<file path="src/aurf_pkg.sv">
// ---------------------------------------------------------------------------
// Shared constants and types of the unlock and relay framer.
// ---------------------------------------------------------------------------
package aurf_pkg;

	// Frame delimiter, type codes and checksum base.
	localparam logic [7:0]  AURF_DELIM          = 8'h7E;
	localparam logic [7:0]  AURF_TYPE_UNLK_REQ  = 8'h2C;
	localparam logic [7:0]  AURF_TYPE_UNLK_RSP  = 8'hAC;
	localparam logic [7:0]  AURF_TYPE_RELAY_IN  = 8'h2D;
	localparam logic [7:0]  AURF_TYPE_RELAY_OUT = 8'hAD;
	localparam logic [7:0]  AURF_TYPE_TX_STATUS = 8'h89;
	localparam logic [7:0]  AURF_CKS_BASE       = 8'hFF;
	localparam logic [7:0]  AURF_ZERO_BYTE      = 8'h00;

	// Authentication step codes and failure codes.
	localparam logic [7:0]  AURF_STEP_A         = 8'h01;
	localparam logic [7:0]  AURF_STEP_B         = 8'h02;
	localparam logic [7:0]  AURF_STEP_M1        = 8'h03;
	localparam logic [7:0]  AURF_STEP_M2        = 8'h04;
	localparam logic [7:0]  AURF_ERR_CRYPTO     = 8'h80;
	localparam logic [7:0]  AURF_ERR_LENGTH     = 8'h81;
	localparam logic [7:0]  AURF_ERR_PROOF      = 8'h82;
	localparam logic [7:0]  AURF_ERR_SEQUENCE   = 8'h84;

	// Relay destinations and transmit status codes.
	localparam logic [7:0]  AURF_DEST_SERIAL    = 8'h00;
	localparam logic [7:0]  AURF_DEST_BLE       = 8'h01;
	localparam logic [7:0]  AURF_DEST_SCRIPT    = 8'h02;
	localparam logic [7:0]  AURF_ST_BAD_IFACE   = 8'h7C;
	localparam logic [7:0]  AURF_ST_BUSY        = 8'h7D;

	// Byte offsets inside a frame.
	localparam logic [15:0] AURF_OFS_DELIM      = 16'h0000;
	localparam logic [15:0] AURF_OFS_LEN_HI     = 16'h0001;
	localparam logic [15:0] AURF_OFS_LEN_LO     = 16'h0002;
	localparam logic [15:0] AURF_OFS_TYPE       = 16'h0003;
	localparam logic [15:0] AURF_OFS_ID         = 16'h0004;
	localparam logic [15:0] AURF_OFS_DEST       = 16'h0005;
	localparam logic [15:0] AURF_OFS_PAYLOAD    = 16'h0005;
	localparam logic [15:0] AURF_OFS_B          = 16'h0009;
	localparam logic [15:0] AURF_OFS_TX_NONCE   = 16'h0025;
	localparam logic [15:0] AURF_OFS_RX_NONCE   = 16'h0031;
	localparam logic [15:0] AURF_OFS_RELAY_DATA = 16'h0006;

	// Length field values and field sizes.
	localparam logic [15:0] AURF_LEN_STEP_A     = 16'h0082;
	localparam logic [15:0] AURF_LEN_STEP_M1    = 16'h0022;
	localparam logic [15:0] AURF_LEN_RSP_B      = 16'h0086;
	localparam logic [15:0] AURF_LEN_RSP_M2     = 16'h003A;
	localparam logic [15:0] AURF_LEN_RSP_ERR    = 16'h0002;
	localparam logic [15:0] AURF_LEN_STATUS     = 16'h0003;
	localparam logic [15:0] AURF_LEN_RELAY_HDR  = 16'h0003;
	localparam logic [15:0] AURF_LEN_OUT_ADJ    = 16'h0001;
	localparam logic [15:0] AURF_NONCE_BYTES    = 16'h000C;
	localparam logic [15:0] AURF_ONE            = 16'h0001;
	localparam logic [31:0] AURF_CTR_INIT       = 32'h0000_0001;

	// Cipher counter block: fixed nonce prefix and running count.
	typedef struct packed {
		logic [95:0] nonce;
		logic [31:0] count;
	} aurf_ctrblk_t;

	// One relayed byte with its destination and end marker.
	typedef struct packed {
		logic [7:0] data;
		logic [1:0] dest;
		logic       last;
	} aurf_relay_t;

	// One byte of a client value (A or M1) handed to the crypto engine.
	typedef struct packed {
		logic [7:0] data;
		logic [7:0] step;
	} aurf_peer_t;

	typedef enum logic [2:0] {
		AURF_RX_IDLE   = 3'b000,
		AURF_RX_LEN_HI = 3'b001,
		AURF_RX_LEN_LO = 3'b010,
		AURF_RX_BODY   = 3'b011,
		AURF_RX_CKS    = 3'b100
	} aurf_rx_t;

	typedef enum logic [1:0] {
		AURF_K_STATUS = 2'b00,
		AURF_K_UNLOCK = 2'b01,
		AURF_K_RELAY  = 2'b10
	} aurf_kind_t;

endpackage : aurf_pkg

</file>
<file path="src/aurf_fifo.sv">
`timescale 1ns/10ps
`default_nettype none
// ---------------------------------------------------------------------------
// Flip-flop FIFO with valid/ready on both sides and a flush.
// ---------------------------------------------------------------------------
module aurf_fifo #(
	parameter int WIDTH = 8,
	parameter int DEPTH = 8,
	parameter int AW    = $clog2(DEPTH)
) (
	input  wire logic             core_clk,
	input  wire logic             srst,
	input  wire logic             flush,
	input  wire logic [WIDTH-1:0] inData,
	input  wire logic             inValid,
	output logic                  inReady,
	output logic      [WIDTH-1:0] outData,
	output logic                  outValid,
	input  wire logic             outReady
);
	import aurf_pkg::*;

	typedef struct packed {
		logic [DEPTH-1:0][WIDTH-1:0] mem;
		logic [AW:0]                 wrPtr;
		logic [AW:0]                 rdPtr;
	} aurf_fifo_st_t;

	aurf_fifo_st_t s;
	aurf_fifo_st_t next_s;
	logic          full;
	logic          empty;

	// Full when the pointers differ only in the wrap bit.
	assign full     = (s.wrPtr[AW] != s.rdPtr[AW]) && (s.wrPtr[AW-1:0] == s.rdPtr[AW-1:0]);
	assign empty    = (s.wrPtr == s.rdPtr);
	assign inReady  = !full;
	assign outValid = !empty;
	assign outData  = s.mem[s.rdPtr[AW-1:0]];

	// Pointer and storage update; a flush empties the queue at once.
	always_comb begin
		next_s = s;
		if (flush) begin
			next_s.rdPtr = s.wrPtr;
		end else begin
			if (inValid && !full) begin
				next_s.mem[s.wrPtr[AW-1:0]] = inData;
				next_s.wrPtr = s.wrPtr + 1'b1;
			end
			if (outReady && !empty) begin
				next_s.rdPtr = s.rdPtr + 1'b1;
			end
		end
	end

	// State register.
	always_ff @(posedge core_clk) begin
		if (srst) begin
			s <= '0;
		end else begin
			s <= next_s;
		end
	end

endmodule : aurf_fifo
`default_nettype wire

</file>
<file path="src/aurf_framer.sv">
`timescale 1ns/10ps
`default_nettype none
// ---------------------------------------------------------------------------
// Unlock handshake and user data relay framer.
// ---------------------------------------------------------------------------
// What this block does
// - A zero A value drops the link instead of answering.
// - Step 2 answer carries 4-byte salt at offset 5, key B at offset 9.
// - Step 4 answer: M2 at 5, transmit nonce at 37, receive nonce at 49.
// - Service counts as unlocked only once the M2 answer is complete.
// - After unlock all content uses AES-256 counter mode with the session key.
// - Counter block is 128 bits: 12-byte nonce prefix, count starting at 1.
// - Inbound data uses the transmit nonce, outbound the receive nonce.
// - Relay frame has type 0x2D at offset 3 and frame id at offset 4.
// - Frame id zero suppresses every response, errors included.
// - Destination byte at 5: 0 serial, 1 BLE, 2 scripting engine.
// - Relay data runs from offset 6 up to the checksum.
// - Checksum is 0xFF minus the low byte of the sum from offset 3.
// - 16-bit length at offset 1 counts bytes between length and checksum.
// - Data for the serial port leaves as a relay output frame, type 0xAD.
// - Unknown destination gives status frame 0x89 with code 0x7C.
// - Destination unable to take data gives status code 0x7D.
// - A successful relay produces no status frame.
// - Unlock requests are type 0x2C, answers 0xAC, step byte at offset 4.
// - Failures answer with step codes 0x80 to 0x84.
module aurf_framer #(
	parameter int FIFO_DEPTH = 8
) (
	input  wire logic                 core_clk,
	input  wire logic                 srst,
	input  wire logic [7:0]           rxData,
	input  wire logic                 rxValid,
	output logic                      rxReady,
	input  wire logic                 rxFromBle,
	input  wire logic [1:0]           rxSource,
	output logic [7:0]                txData,
	output logic                      txValid,
	input  wire logic                 txReady,
	input  wire logic                 serialApiMode,
	input  wire logic                 bleConnected,
	input  wire logic                 scriptReady,
	input  wire logic [31:0]          saltValue,
	input  wire logic                 cryptoErr,
	input  wire logic                 proofOk,
	input  wire logic [7:0]           ckData,
	input  wire logic                 ckValid,
	output logic                      ckReady,
	output aurf_pkg::aurf_peer_t      peerOut,
	output logic                      peerValid,
	output logic                      linkDrop,
	output logic                      unlocked,
	output aurf_pkg::aurf_ctrblk_t    inboundCtr,
	output aurf_pkg::aurf_ctrblk_t    outboundCtr,
	output aurf_pkg::aurf_relay_t     relayOut,
	output logic                      relayValid,
	input  wire logic                 relayReady
);
	import aurf_pkg::*;

	typedef struct packed {
		aurf_rx_t    rxSt;
		logic [15:0] rxLen;
		logic [15:0] rxIdx;
		logic [7:0]  rxSum;
		logic [7:0]  rxType;
		logic [7:0]  rxId;
		logic [7:0]  rxDest;
		logic        aNonZero;
		logic        ovf;
		logic        awaitM1;
		logic        unlocked;
		logic        linkDrop;
		aurf_peer_t  peer;
		logic        peerValid;
		logic        txRun;
		aurf_kind_t  txKind;
		logic [15:0] txIdx;
		logic [15:0] txLen;
		logic [7:0]  txId;
		logic [7:0]  txCode;
		logic [7:0]  txSum;
		logic [7:0]  outData;
		logic        outValid;
		logic [95:0] txNonce;
		logic [95:0] rxNonce;
		logic        drainOn;
		logic [1:0]  drainDest;
		logic [15:0] drainCnt;
		aurf_relay_t relay;
		logic        relayValid;
	} aurf_state_t;

	aurf_state_t s;
	aurf_state_t next_s;

	logic        flushFifo;
	logic        pushValid;
	logic        popReady;
	logic        fifoInReady;
	logic [7:0]  fifoData;
	logic        fifoValid;
	logic        gated;
	logic        goodCks;
	logic        destReady;
	logic        launch;
	aurf_kind_t  lKind;
	logic [15:0] lLen;
	logic [7:0]  lId;
	logic [7:0]  lCode;
	logic [15:0] bodyEnd;
	logic [7:0]  txByte;
	logic        txAvail;
	logic [1:0]  saltSel;

	// True when idx lies in [lo, lo + n).
	function automatic logic inRange(input logic [15:0] idx, input logic [15:0] lo,
	                                 input logic [15:0] n);
		inRange = (idx >= lo) && (idx < 16'(lo + n));
	endfunction : inRange

	// Relay payloads wait here until the checksum has been seen.
	aurf_fifo #(
		.WIDTH    (8),
		.DEPTH    (FIFO_DEPTH)
	) u_fifo (
		.core_clk (core_clk),
		.srst     (srst),
		.flush    (flushFifo),
		.inData   (rxData),
		.inValid  (pushValid),
		.inReady  (fifoInReady),
		.outData  (fifoData),
		.outValid (fifoValid),
		.outReady (popReady)
	);

	// Port drive; the receiver stalls while an answer or a drain is running.
	assign rxReady     = !s.txRun && !s.drainOn;
	assign txData      = s.outData;
	assign txValid     = s.outValid;
	assign peerOut     = s.peer;
	assign peerValid   = s.peerValid;
	assign linkDrop    = s.linkDrop;
	assign unlocked    = s.unlocked;
	assign relayOut    = s.relay;
	assign relayValid  = s.relayValid;
	assign inboundCtr  = '{nonce: s.txNonce, count: AURF_CTR_INIT};
	assign outboundCtr = '{nonce: s.rxNonce, count: AURF_CTR_INIT};

	// Frame parsing, decisions, answer generation and relay draining.
	always_comb begin
		next_s    = s;
		flushFifo = 1'b0;
		pushValid = 1'b0;
		popReady  = 1'b0;
		ckReady   = 1'b0;
		launch    = 1'b0;
		lKind     = AURF_K_STATUS;
		lLen      = AURF_LEN_STATUS;
		lId       = s.rxId;
		lCode     = AURF_ZERO_BYTE;
		txByte    = AURF_ZERO_BYTE;
		txAvail   = 1'b0;
		saltSel   = 2'(s.txIdx - AURF_OFS_PAYLOAD);
		bodyEnd   = 16'(AURF_OFS_TYPE + s.txLen);
		gated     = !rxFromBle || s.unlocked;
		goodCks   = (8'(s.rxSum + rxData) == AURF_CKS_BASE);
		unique case (s.rxDest)
			AURF_DEST_SERIAL: destReady = serialApiMode;
			AURF_DEST_BLE:    destReady = bleConnected;
			default:          destReady = scriptReady;
		endcase
		next_s.peerValid = 1'b0;
		next_s.linkDrop  = 1'b0;

		// Receive side.
		if (rxValid && rxReady) begin
			unique case (s.rxSt)
				AURF_RX_IDLE: begin
					if (rxData == AURF_DELIM) begin
						next_s.rxSt     = AURF_RX_LEN_HI;
						next_s.rxSum    = AURF_ZERO_BYTE;
						next_s.aNonZero = 1'b0;
						next_s.ovf      = 1'b0;
					end
				end
				AURF_RX_LEN_HI: begin
					next_s.rxLen[15:8] = rxData;
					next_s.rxSt        = AURF_RX_LEN_LO;
				end
				AURF_RX_LEN_LO: begin
					next_s.rxLen[7:0] = rxData;
					next_s.rxIdx      = AURF_OFS_TYPE;
					next_s.rxSt       = ({s.rxLen[15:8], rxData} == '0) ? AURF_RX_IDLE
					                                                   : AURF_RX_BODY;
				end
				AURF_RX_BODY: begin
					next_s.rxSum = 8'(s.rxSum + rxData);
					if (s.rxIdx == AURF_OFS_TYPE) next_s.rxType = rxData;
					if (s.rxIdx == AURF_OFS_ID) next_s.rxId = rxData;
					if (s.rxIdx == AURF_OFS_DEST) next_s.rxDest = rxData;
					// Client key and proof bytes go to the crypto engine.
					if (s.rxType == AURF_TYPE_UNLK_REQ && s.rxIdx >= AURF_OFS_PAYLOAD) begin
						next_s.peer      = '{data: rxData, step: s.rxId};
						next_s.peerValid = 1'b1;
						if (rxData != AURF_ZERO_BYTE) next_s.aNonZero = 1'b1;
					end
					// Relay payload is queued; an overrun sets ovf so the frame gets a busy status.
					if (s.rxType == AURF_TYPE_RELAY_IN && gated &&
					    s.rxIdx >= AURF_OFS_RELAY_DATA) begin
						pushValid = 1'b1;
						if (!fifoInReady) next_s.ovf = 1'b1;
					end
					next_s.rxIdx = 16'(s.rxIdx + AURF_ONE);
					if (s.rxIdx == 16'(AURF_OFS_TYPE + s.rxLen - AURF_ONE)) begin
						next_s.rxSt = AURF_RX_CKS;
					end
				end
				AURF_RX_CKS: begin
					next_s.rxSt = AURF_RX_IDLE;
					flushFifo   = 1'b1;
					if (!goodCks) begin
						flushFifo = 1'b1;
					end else if (s.rxType == AURF_TYPE_UNLK_REQ) begin
						launch = 1'b1;
						lKind  = AURF_K_UNLOCK;
						lLen   = AURF_LEN_RSP_ERR;
						if (s.rxId == AURF_STEP_A && !s.unlocked) begin
							next_s.awaitM1 = 1'b0;
							if (s.rxLen != AURF_LEN_STEP_A) begin
								lId = AURF_ERR_LENGTH;
							end else if (!s.aNonZero) begin
								launch          = 1'b0;
								next_s.linkDrop = 1'b1;
							end else if (cryptoErr) begin
								lId = AURF_ERR_CRYPTO;
							end else begin
								lId            = AURF_STEP_B;
								lLen           = AURF_LEN_RSP_B;
								next_s.awaitM1 = 1'b1;
							end
						end else if (s.rxId == AURF_STEP_M1 && s.awaitM1) begin
							next_s.awaitM1 = 1'b0;
							if (s.rxLen != AURF_LEN_STEP_M1) begin
								lId = AURF_ERR_LENGTH;
							end else if (!proofOk) begin
								lId = AURF_ERR_PROOF;
							end else begin
								lId  = AURF_STEP_M2;
								lLen = AURF_LEN_RSP_M2;
							end
						end else begin
							next_s.awaitM1 = 1'b0;
							lId            = AURF_ERR_SEQUENCE;
						end
					end else if (s.rxType == AURF_TYPE_RELAY_IN && gated) begin
						if (s.rxDest > AURF_DEST_SCRIPT) begin
							launch = (s.rxId != AURF_ZERO_BYTE);
							lCode  = AURF_ST_BAD_IFACE;
						end else if (s.ovf || !destReady) begin
							launch = (s.rxId != AURF_ZERO_BYTE);
							lCode  = AURF_ST_BUSY;
						end else if (s.rxDest == AURF_DEST_SERIAL) begin
							flushFifo = 1'b0;
							launch    = 1'b1;
							lKind     = AURF_K_RELAY;
							lLen      = 16'(s.rxLen - AURF_LEN_OUT_ADJ);
							lId       = {6'h00, rxSource};
						end else begin
							flushFifo        = 1'b0;
							next_s.drainDest = s.rxDest[1:0];
							next_s.drainCnt  = 16'(s.rxLen - AURF_LEN_RELAY_HDR);
							next_s.drainOn   = (s.rxLen != AURF_LEN_RELAY_HDR);
						end
					end
				end
				default: begin
					next_s.rxSt = AURF_RX_IDLE;
				end
			endcase
		end

		// Start of an answer frame.
		if (launch) begin
			next_s.txRun  = 1'b1;
			next_s.txKind = lKind;
			next_s.txIdx  = AURF_OFS_DELIM;
			next_s.txLen  = lLen;
			next_s.txId   = lId;
			next_s.txCode = lCode;
			next_s.txSum  = AURF_ZERO_BYTE;
		end

		// Output byte register empties when the sink takes it.
		if (s.outValid && txReady) next_s.outValid = 1'b0;

		// Transmit side: one byte per cycle when the output register is free.
		if (s.txRun && (!s.outValid || txReady)) begin
			txAvail = 1'b1;
			if (s.txIdx == AURF_OFS_DELIM) begin
				txByte = AURF_DELIM;
			end else if (s.txIdx == AURF_OFS_LEN_HI) begin
				txByte = s.txLen[15:8];
			end else if (s.txIdx == AURF_OFS_LEN_LO) begin
				txByte = s.txLen[7:0];
			end else if (s.txIdx == bodyEnd) begin
				txByte = 8'(AURF_CKS_BASE - s.txSum);
			end else if (s.txIdx == AURF_OFS_TYPE) begin
				unique case (s.txKind)
					AURF_K_STATUS: txByte = AURF_TYPE_TX_STATUS;
					AURF_K_UNLOCK: txByte = AURF_TYPE_UNLK_RSP;
					AURF_K_RELAY:  txByte = AURF_TYPE_RELAY_OUT;
					default:       txByte = AURF_ZERO_BYTE;
				endcase
			end else if (s.txIdx == AURF_OFS_ID) begin
				txByte = s.txId;
			end else if (s.txKind == AURF_K_STATUS) begin
				txByte = s.txCode;
			end else if (s.txKind == AURF_K_RELAY) begin
				txByte   = fifoData;
				txAvail  = fifoValid;
				popReady = fifoValid;
			end else if (s.txId == AURF_STEP_B && s.txIdx < AURF_OFS_B) begin
				txByte = 8'(saltValue >> {~saltSel, 3'b000});
			end else begin
				txByte  = ckData;
				txAvail = ckValid;
				ckReady = ckValid;
			end
			if (txAvail) begin
				next_s.outData  = txByte;
				next_s.outValid = 1'b1;
				next_s.txIdx    = 16'(s.txIdx + AURF_ONE);
				if (s.txIdx >= AURF_OFS_TYPE && s.txIdx < bodyEnd) begin
					next_s.txSum = 8'(s.txSum + txByte);
				end
				// Nonces are kept as they leave in the M2 answer.
				if (s.txKind == AURF_K_UNLOCK && s.txId == AURF_STEP_M2) begin
					if (inRange(s.txIdx, AURF_OFS_TX_NONCE, AURF_NONCE_BYTES)) begin
						next_s.txNonce = {s.txNonce[87:0], txByte};
					end
					if (inRange(s.txIdx, AURF_OFS_RX_NONCE, AURF_NONCE_BYTES)) begin
						next_s.rxNonce = {s.rxNonce[87:0], txByte};
					end
				end
				if (s.txIdx == bodyEnd) begin
					next_s.txRun = 1'b0;
					if (s.txKind == AURF_K_UNLOCK && s.txId == AURF_STEP_M2) begin
						next_s.unlocked = 1'b1;
					end
				end
			end
		end

		// Relay drain towards BLE or the scripting engine.
		if (s.relayValid && relayReady) next_s.relayValid = 1'b0;
		if (s.drainOn && fifoValid && (!s.relayValid || relayReady)) begin
			popReady          = 1'b1;
			next_s.relay      = '{data: fifoData, dest: s.drainDest,
			                      last: (s.drainCnt == AURF_ONE)};
			next_s.relayValid = 1'b1;
			next_s.drainCnt   = 16'(s.drainCnt - AURF_ONE);
			if (s.drainCnt == AURF_ONE) next_s.drainOn = 1'b0;
		end

		// Losing the link or a dropped client ends the session.
		if (!bleConnected || next_s.linkDrop) begin
			next_s.unlocked = 1'b0;
			next_s.awaitM1  = 1'b0;
		end
	end

	// State register.
	always_ff @(posedge core_clk) begin
		if (srst) begin
			s <= '0;
		end else begin
			s <= next_s;
		end
	end

endmodule : aurf_framer
`default_nettype wire

</file>
<file path="config.mk">
export PLATFORM = sky130hd
export DESIGN_NAME = aurf_framer
export DESIGN_NICKNAME = d
export VERILOG_FILES = /design/src/aurf_pkg.sv /design/src/aurf_fifo.sv /design/src/aurf_framer.sv
export SDC_FILE = /design/constraint.sdc
export NUM_CORES = 1
export LEC_CHECK = 0
export ABC_AREA = 1
export BUFFER_PORTS_ARGS = -buffer_cell sky130_fd_sc_hd__clkbuf_2
export CORE_MARGIN = 3
export CORE_UTILIZATION = 45
export CTS_CLUSTER_DIAMETER = 120
export CTS_CLUSTER_SIZE = 25
export DETAILED_ROUTE_END_ITERATION = 10
export PLACE_DENSITY = 0.71
export SETUP_SLACK_MARGIN = 0.4
export SLEW_MARGIN = 5
export SYNTH_ARGS = -nofsm -noshare
export SYNTH_HDL_FRONTEND = slang
export SYNTH_SLANG_ARGS = --single-unit
</file>
<file path="constraint.sdc">
create_clock -name core_clk -period 4.6 [get_ports core_clk]
set_input_delay 0.92 -clock core_clk [delete_from_list [all_inputs] [get_ports core_clk]]
set_output_delay 0.92 -clock core_clk [all_outputs]
set_load 0.01 [all_outputs]
</file>
### Yosys cells after proc, flatten, opt, wreduce, memory -nomap -nowiden

Cells that the tools add are included.
W data, S select, Z words.

| storage, ports and cells | value |
|---|---|
| ROM bits | 0 |
| bits in writable memories | 0 |
| bits in latches | 0 |
| bits of input ports | 62 |
| register bits | 452 |
| memories | 0 |

| cells by class | value |
|---|---|
| order comparisons | 13 |
| add/sub/neg operators | 14 |
| $mul | 0 |
| reductions and logical operators | 72 |
| bitwise logic cells | 8 |
| shift operators | 1 |
| divide/modulo/power cells | 0 |
| equality and inequality tests | 41 |
| muxes and demuxes | 166 |

Operators with widths:

| operator | count |
|---|---|
| $mux W209 | 2 |
| $mux W8 | 32 |
| $mux W192 | 1 |
| $mux W96 | 2 |
| $mux W16 | 11 |
| $mux W19 | 8 |
| $mux W1 | 72 |
| $bwmux W64 | 1 |
| $mux W59 | 1 |
| $mux W7 | 7 |
| $eq A16 B2 Y1 const B | 3 |
| $eq A16 B3 Y1 const B | 3 |
| $sub A16 B1 Y16 const B | 3 |
| $mux W17 | 2 |
| $add A16 B1 Y16 const B | 2 |
| $add A2 B16 Y16 const A | 2 |
| $eq A16 B1 Y1 const B | 2 |
| $eq A16 B16 Y1 | 2 |
| $ge A16 B3 Y1 const B | 2 |
| $ge A16 B6 Y1 const B | 2 |
| $logic_not A16 Y1 | 2 |
| $lt A16 B6 Y1 const B | 2 |
| $pmux W16 S2 | 1 |
| $shr A32 B5 Y8 | 1 |
| other kinds (60) | 149 |

### Logic depth before layout (Yosys ltp)

| logic depth | value |
|---|---|
| word-level depth | 17 |
| depth in mapped cells | 33 |
| mapped depth without buffers | 33 |

### Hierarchy

From an unflattened synthesis, not the netlist that was laid out.

| unflattened totals | value |
|---|---|
| cell total of the unflattened synthesis | 3736 |
| area, all modules | 25872.3 um^2 |

By module, submodules not included:

| module | cells each | times used | area an instance (um^2) |
|---|---|---|---|
| aurf_framer | 3056 | 1 | 21614.5 |
| aurf_fifo | 680 | 1 | 4257.8 |

### Worst setup path before layout

No wires, ideal clock.

| path | value |
|---|---|
| path kind | register -> register |
| start | register s[256] (netlist bit) |
| end | register s[238] (netlist bit) |
| cell stages (with the launch flop) | 32 |
| clock period less this slack | 4.733 ns |
| path buffers | 0 |
| arrival time | 4.663 ns |
| library setup time | 0.070 ns |
| setup slack | -0.133 ns |
| path through | dfxtp_1 inv_1 ha_1 nor3_1 nand3_1 nor2_1 inv_1 nor2_1 nand2_1 nor3b_1 nand3_1 xor2_1 ha_1 nand2_1 nor2_1 nand4_1 nor3_1 inv_1 o21ai_0 inv_1 nand2_1 nand2_1 nand2_1 ha_1 a21oi_1 inv_1 a31oi_1 o21ai_0 a21oi_1 xnor2_1 nand2_1 a21oi_1 |

| between the ends | value |
|---|---|
| cells in the longest elaborated chain, start to end | 11 |
| elaborated cells between the ends (all ways) | 18 |
| those cells by class | 2 x add/sub; 1 x order compare; 1 x eq/ne; 13 x mux; 1 x reduce/logical |

RTL lines:

| item | RTL line | RTL |
|---|---|---|
| from (decl) | aurf_framer.sv:93 | `aurf_state_t s;` |
| from (signal assigned) | aurf_framer.sv:378 | `s <= next_s;` |
| $add A2 B16 Y16 | aurf_framer.sv:165 | `bodyEnd = 16'(AURF_OFS_TYPE + s.txLen);` |
| $eq A16 B16 Y1 | aurf_framer.sv:306 | `end else if (s.txIdx == bodyEnd) begin` |
| $mux W8 | aurf_framer.sv:306 |  |
| $mux W8 | aurf_framer.sv:304 | `end else if (s.txIdx == AURF_OFS_LEN_LO) begin` |
| $mux W8 | aurf_framer.sv:302 | `end else if (s.txIdx == AURF_OFS_LEN_HI) begin` |
| $mux W8 | aurf_framer.sv:300 | `if (s.txIdx == AURF_OFS_DELIM) begin` |
| $mux W8 | aurf_framer.sv:298 | `if (s.txRun && (!s.outValid \|\| txReady)) begin` |
| $add A8 B8 Y8 | aurf_framer.sv:335 | `next_s.txSum = 8'(s.txSum + txByte);` |
| $mux W8 | aurf_framer.sv:334 | `if (s.txIdx >= AURF_OFS_TYPE && s.txIdx < bodyEnd) begin` |
| $mux W209 (*) | aurf_framer.sv:330 | `if (txAvail) begin` |
| $mux W209 (*) | aurf_framer.sv:298 |  |

Mark *: on every way between the ends. The rest lies on a longest branch, timed or not. The select of a mux whose other input is x is not followed.
A chain may end at the register's enable or synchronous reset.

### Final worst setup path

| path | value |
|---|---|
| start | register s[256] (netlist bit) |
| end | output ckReady |

| between the ends | value |
|---|---|
| cells in the longest elaborated chain, start to end | 7 |

RTL lines:

| item | RTL line | RTL |
|---|---|---|
| $add A2 B16 Y16 | aurf_framer.sv:165 |  |
| $eq A16 B16 Y1 | aurf_framer.sv:306 |  |
| $mux W1 | aurf_framer.sv:306 |  |
| $mux W1 | aurf_framer.sv:304 |  |
| $mux W1 | aurf_framer.sv:302 |  |
| $mux W1 | aurf_framer.sv:300 |  |
| $mux W1 | aurf_framer.sv:298 |  |
| to (decl) | aurf_framer.sv:47 | `output logic ckReady,` |

No other way between the ends.

==> flow_summary.ini <==
[outcome]
run_status = finished, violations left
violations = setup timing

[final_layout]
final_util_pct = 51.3
final_cell_area_um2 = 27200
n_fill_cell = 5038
seqCellArea_um2 = 8930
finalNetCount = 3580
drive_above_1_share_pct = 21.9
multi_input_area_um2 = 12400
area_delta_synth_final_pct = 11.8
final_cells = 4149
num_antenna_cells = 0

[synth]
synth.ff_latch_count = 446
seq_area_frac_synth_pct = 36.7
synth_cell_type_count = 66
synth_area_um2 = 24400
synth_top_area_share_pct = 36.7
syn_inst = 3389
yosys_warnings = 0
synth_top_area_cell = dfxtp_1
synth_area_per_cell_um2 = 7.19
synth_flop_cell = dfxtp_1
synth-edff-count = 0
ys_async_sr_fraction_pct = 0
synth_area_leaders = dfxtp_1, nand2_1, buf_4
yosysMostFrequentCell = nand2_1
synthTopCellsByCount = nand2_1, dfxtp_1, a21oi_1

[critical_path]
regToRegEndpoint = s[238]
path_max_fanout = 3
regToRegSetupSlack_ns = -0.11
end_kind = output port
critical_path_required_ns = 3.68
ff2ff_path_depth = 31
path_class = register to output port
startpoint_type = register
r2r-start = s[256]
worstPathArrival_ns = 3.79

[timing]
final_min_period_over_clock_period_pct = 102
period_minus_slack_ns = 4.71
fin_ws_ns = -0.110
slew_headroom_pct = 27.2
rsz0062_at_grt = true
fmax_mhz = 212
slew_violations = 0
skew_ns = 0.0458
final-hold-violation-count = 0
setup_violations = 5
tightestPinTransition_ns = 1.09
whs_ns = 0.450
tns_ns = -0.417

[routing]
vias = 21900
totalWireLength_um = 72300
detail_route.wl_per_cell_um = 17.4
drc = 0
drt_iter0_markers = 1648
vias_per_cell = 5.28
ant_nets = 0
drt_pass1_iterations = 5

[die]
start_util_pct = 45.9
core-area_um2 = 53100
floorplan.die_area_um2 = 57000
die-height_um = 239
io_pins = 360
die_w_um = 239
floorplan.rows = 84

[placement]
post-place-cells = 4027
globalplace.congestion = 0.939
placed_area_um2 = 24500
portBuffers = 295
pre_cts_slack_ns = -0.0622
place_hpwl_um = 47600

[global_routing]
grt_max_degree = 100
overflow = 0
grt_pass1_vias = 19100
antenna_found_initial = 0
grtUsageTotal_pct = 22.1
grt_pass1_wl_um = 104000

[min_path]
min_path_cells = 2
hp-start = peerOut[15]
hold_class = register to register
hold_end = peerOut[15]

[run]
drv_cap = 0

[pwr]
ir_drop_mv = 0.176
power_leakage_nw = 11.2
power_mw = 6.35
powerDensity_nw_per_um2 = 233

[clocking]
clock-sinks = 446
clk_path_buf_depth = 3
h-tree-depth = 1
worstSkewPairLatency_ns = 0.59
hold_buffers = 0
cts_root_buffer = clkbuf_16
cts_made_buffers = 22
cts.clk_slew.worst_paths_ns = 0.10
cts_tree = yes
-- flip-flops by register name (all words and copies together) (netlist names) --
| signal | cells |
|---|---|
| s | 142 |
| inboundCtr | 96 |
| outboundCtr | 96 |
| u_fifo.s | 72 |
| peerOut | 16 |
| relayOut | 11 |
| txData | 8 |
| linkDrop | 1 |
| peerValid | 1 |
| relayValid | 1 |
| txValid | 1 |
| unlocked | 1 |
-- placed cells by master (no fill, tap or decap), types with 6 or more instances in the layout --
cell type / count
o21ai_1: 17
nor2_2: 11
nor3_1: 30
o21ai_2: 6
o21ai_0: 186
buf_6: 19
clkbuf_16: 37
a21oi_2: 73
xor2_1: 63
a21oi_1: 347
nand4_1: 35
nand2_2: 46
nand3_1: 160
clkbuf_2: 293
a31oi_1: 12
buf_4: 85
inv_1: 276
buf_8: 9
ha_1: 49
nand3b_1: 7
nor2_4: 12
nor3_4: 7
nand2_1: 603
buf_12: 12
nor2_1: 266
nor3_2: 10
conb_1: 64
inv_2: 29
nand3_2: 10
nand2_4: 44
a211oi_1: 66
nor4_1: 14
ha_4: 7
nand3_4: 6
dfxtp_1: 443
xnor2_1: 19
o211ai_1: 16
-- critical path: stages (launching register included) --
cell and delay (ns):
dfxtp_2 0.37, inv_4 0.05, ha_4 0.16, nor3_4 0.13
nand3_2 0.14, nor2_4 0.15, inv_2 0.06, nor2_4 0.12
nand2_2 0.08, nor3b_2 0.25, nand3_1 0.12, xor2_1 0.16
ha_1 0.30, nand2_2 0.08, nor2_4 0.09, nand4_1 0.21
nor3_2 0.29, nor2_2 0.08, inv_2 0.07, buf_6 0.10
nor3_4 0.04, clkbuf_8 0.15
-- cell families after synthesis --
family          synth area share, %
compound gates                 16.8
other cells                  0.0308
fa+ha+maj                      3.04
buf+inv                        17.4
simple gates                   23.0
xor+xnor                       3.02
flops                          36.7
-- metal layers --
metal | up-vias | global-route usage (%) | part of all wire, %
met2 | 723 | 37.3 | 48
met1 | 10200 | 29.5 | 42
met4 | 0 | 8.06 | 4.1
met5 | - | 0 | 0
met3 | 158 | 2.25 | 5.8
li1 | 10900 | - | -
-- power by group --
group | internal, mW | leakage (nW) | total [mW] | switching [mW]
Sequential | 3.86 | 3.59 | 3.87 | 0.00609
Combinational | 0.0706 | 7.35 | 0.286 | 0.215
Clock | 0.886 | 0.295 | 2.20 | 1.31
-- worst max-delay path by stage --
stage            from  endpoint  slack [ns]
2_1_floorplan  s[256]    s[238]        0.40
3_3_place_gp   s[256]    s[239]        0.03
3_5_place_dp   s[256]    s[239]       -0.06
4_1_cts        s[256]   ckReady       -0.07
5_1_grt        s[256]    s[239]       -0.39
6_report       s[256]   ckReady       -0.11
-- layout make-up --
| cell class | instances | share of cell area [%] |
|---|---|---|
| Sequential cell | 446 | 32.8 |
| Timing Repair Buffer | 437 | 11.6 |
| Tap cell | 688 | 3.16 |
| Timing Repair inverter | 4 | 0.156 |
| Clock buffer | 22 | 2.02 |
| Multi-Input combinational cell | 2232 | 45.4 |
| Inverter | 317 | 4.63 |
| Clock inverter | 3 | 0.193 |
-- timing repair --
item | in CTS | in global routing
setup buffers | 30 | 34
pin swaps | 39 | 88
cloned | 0 | 33
setup endpoints to repair | 128 | 224
resized for setup | 33 | 252
(Power assumes the default switching activity.)
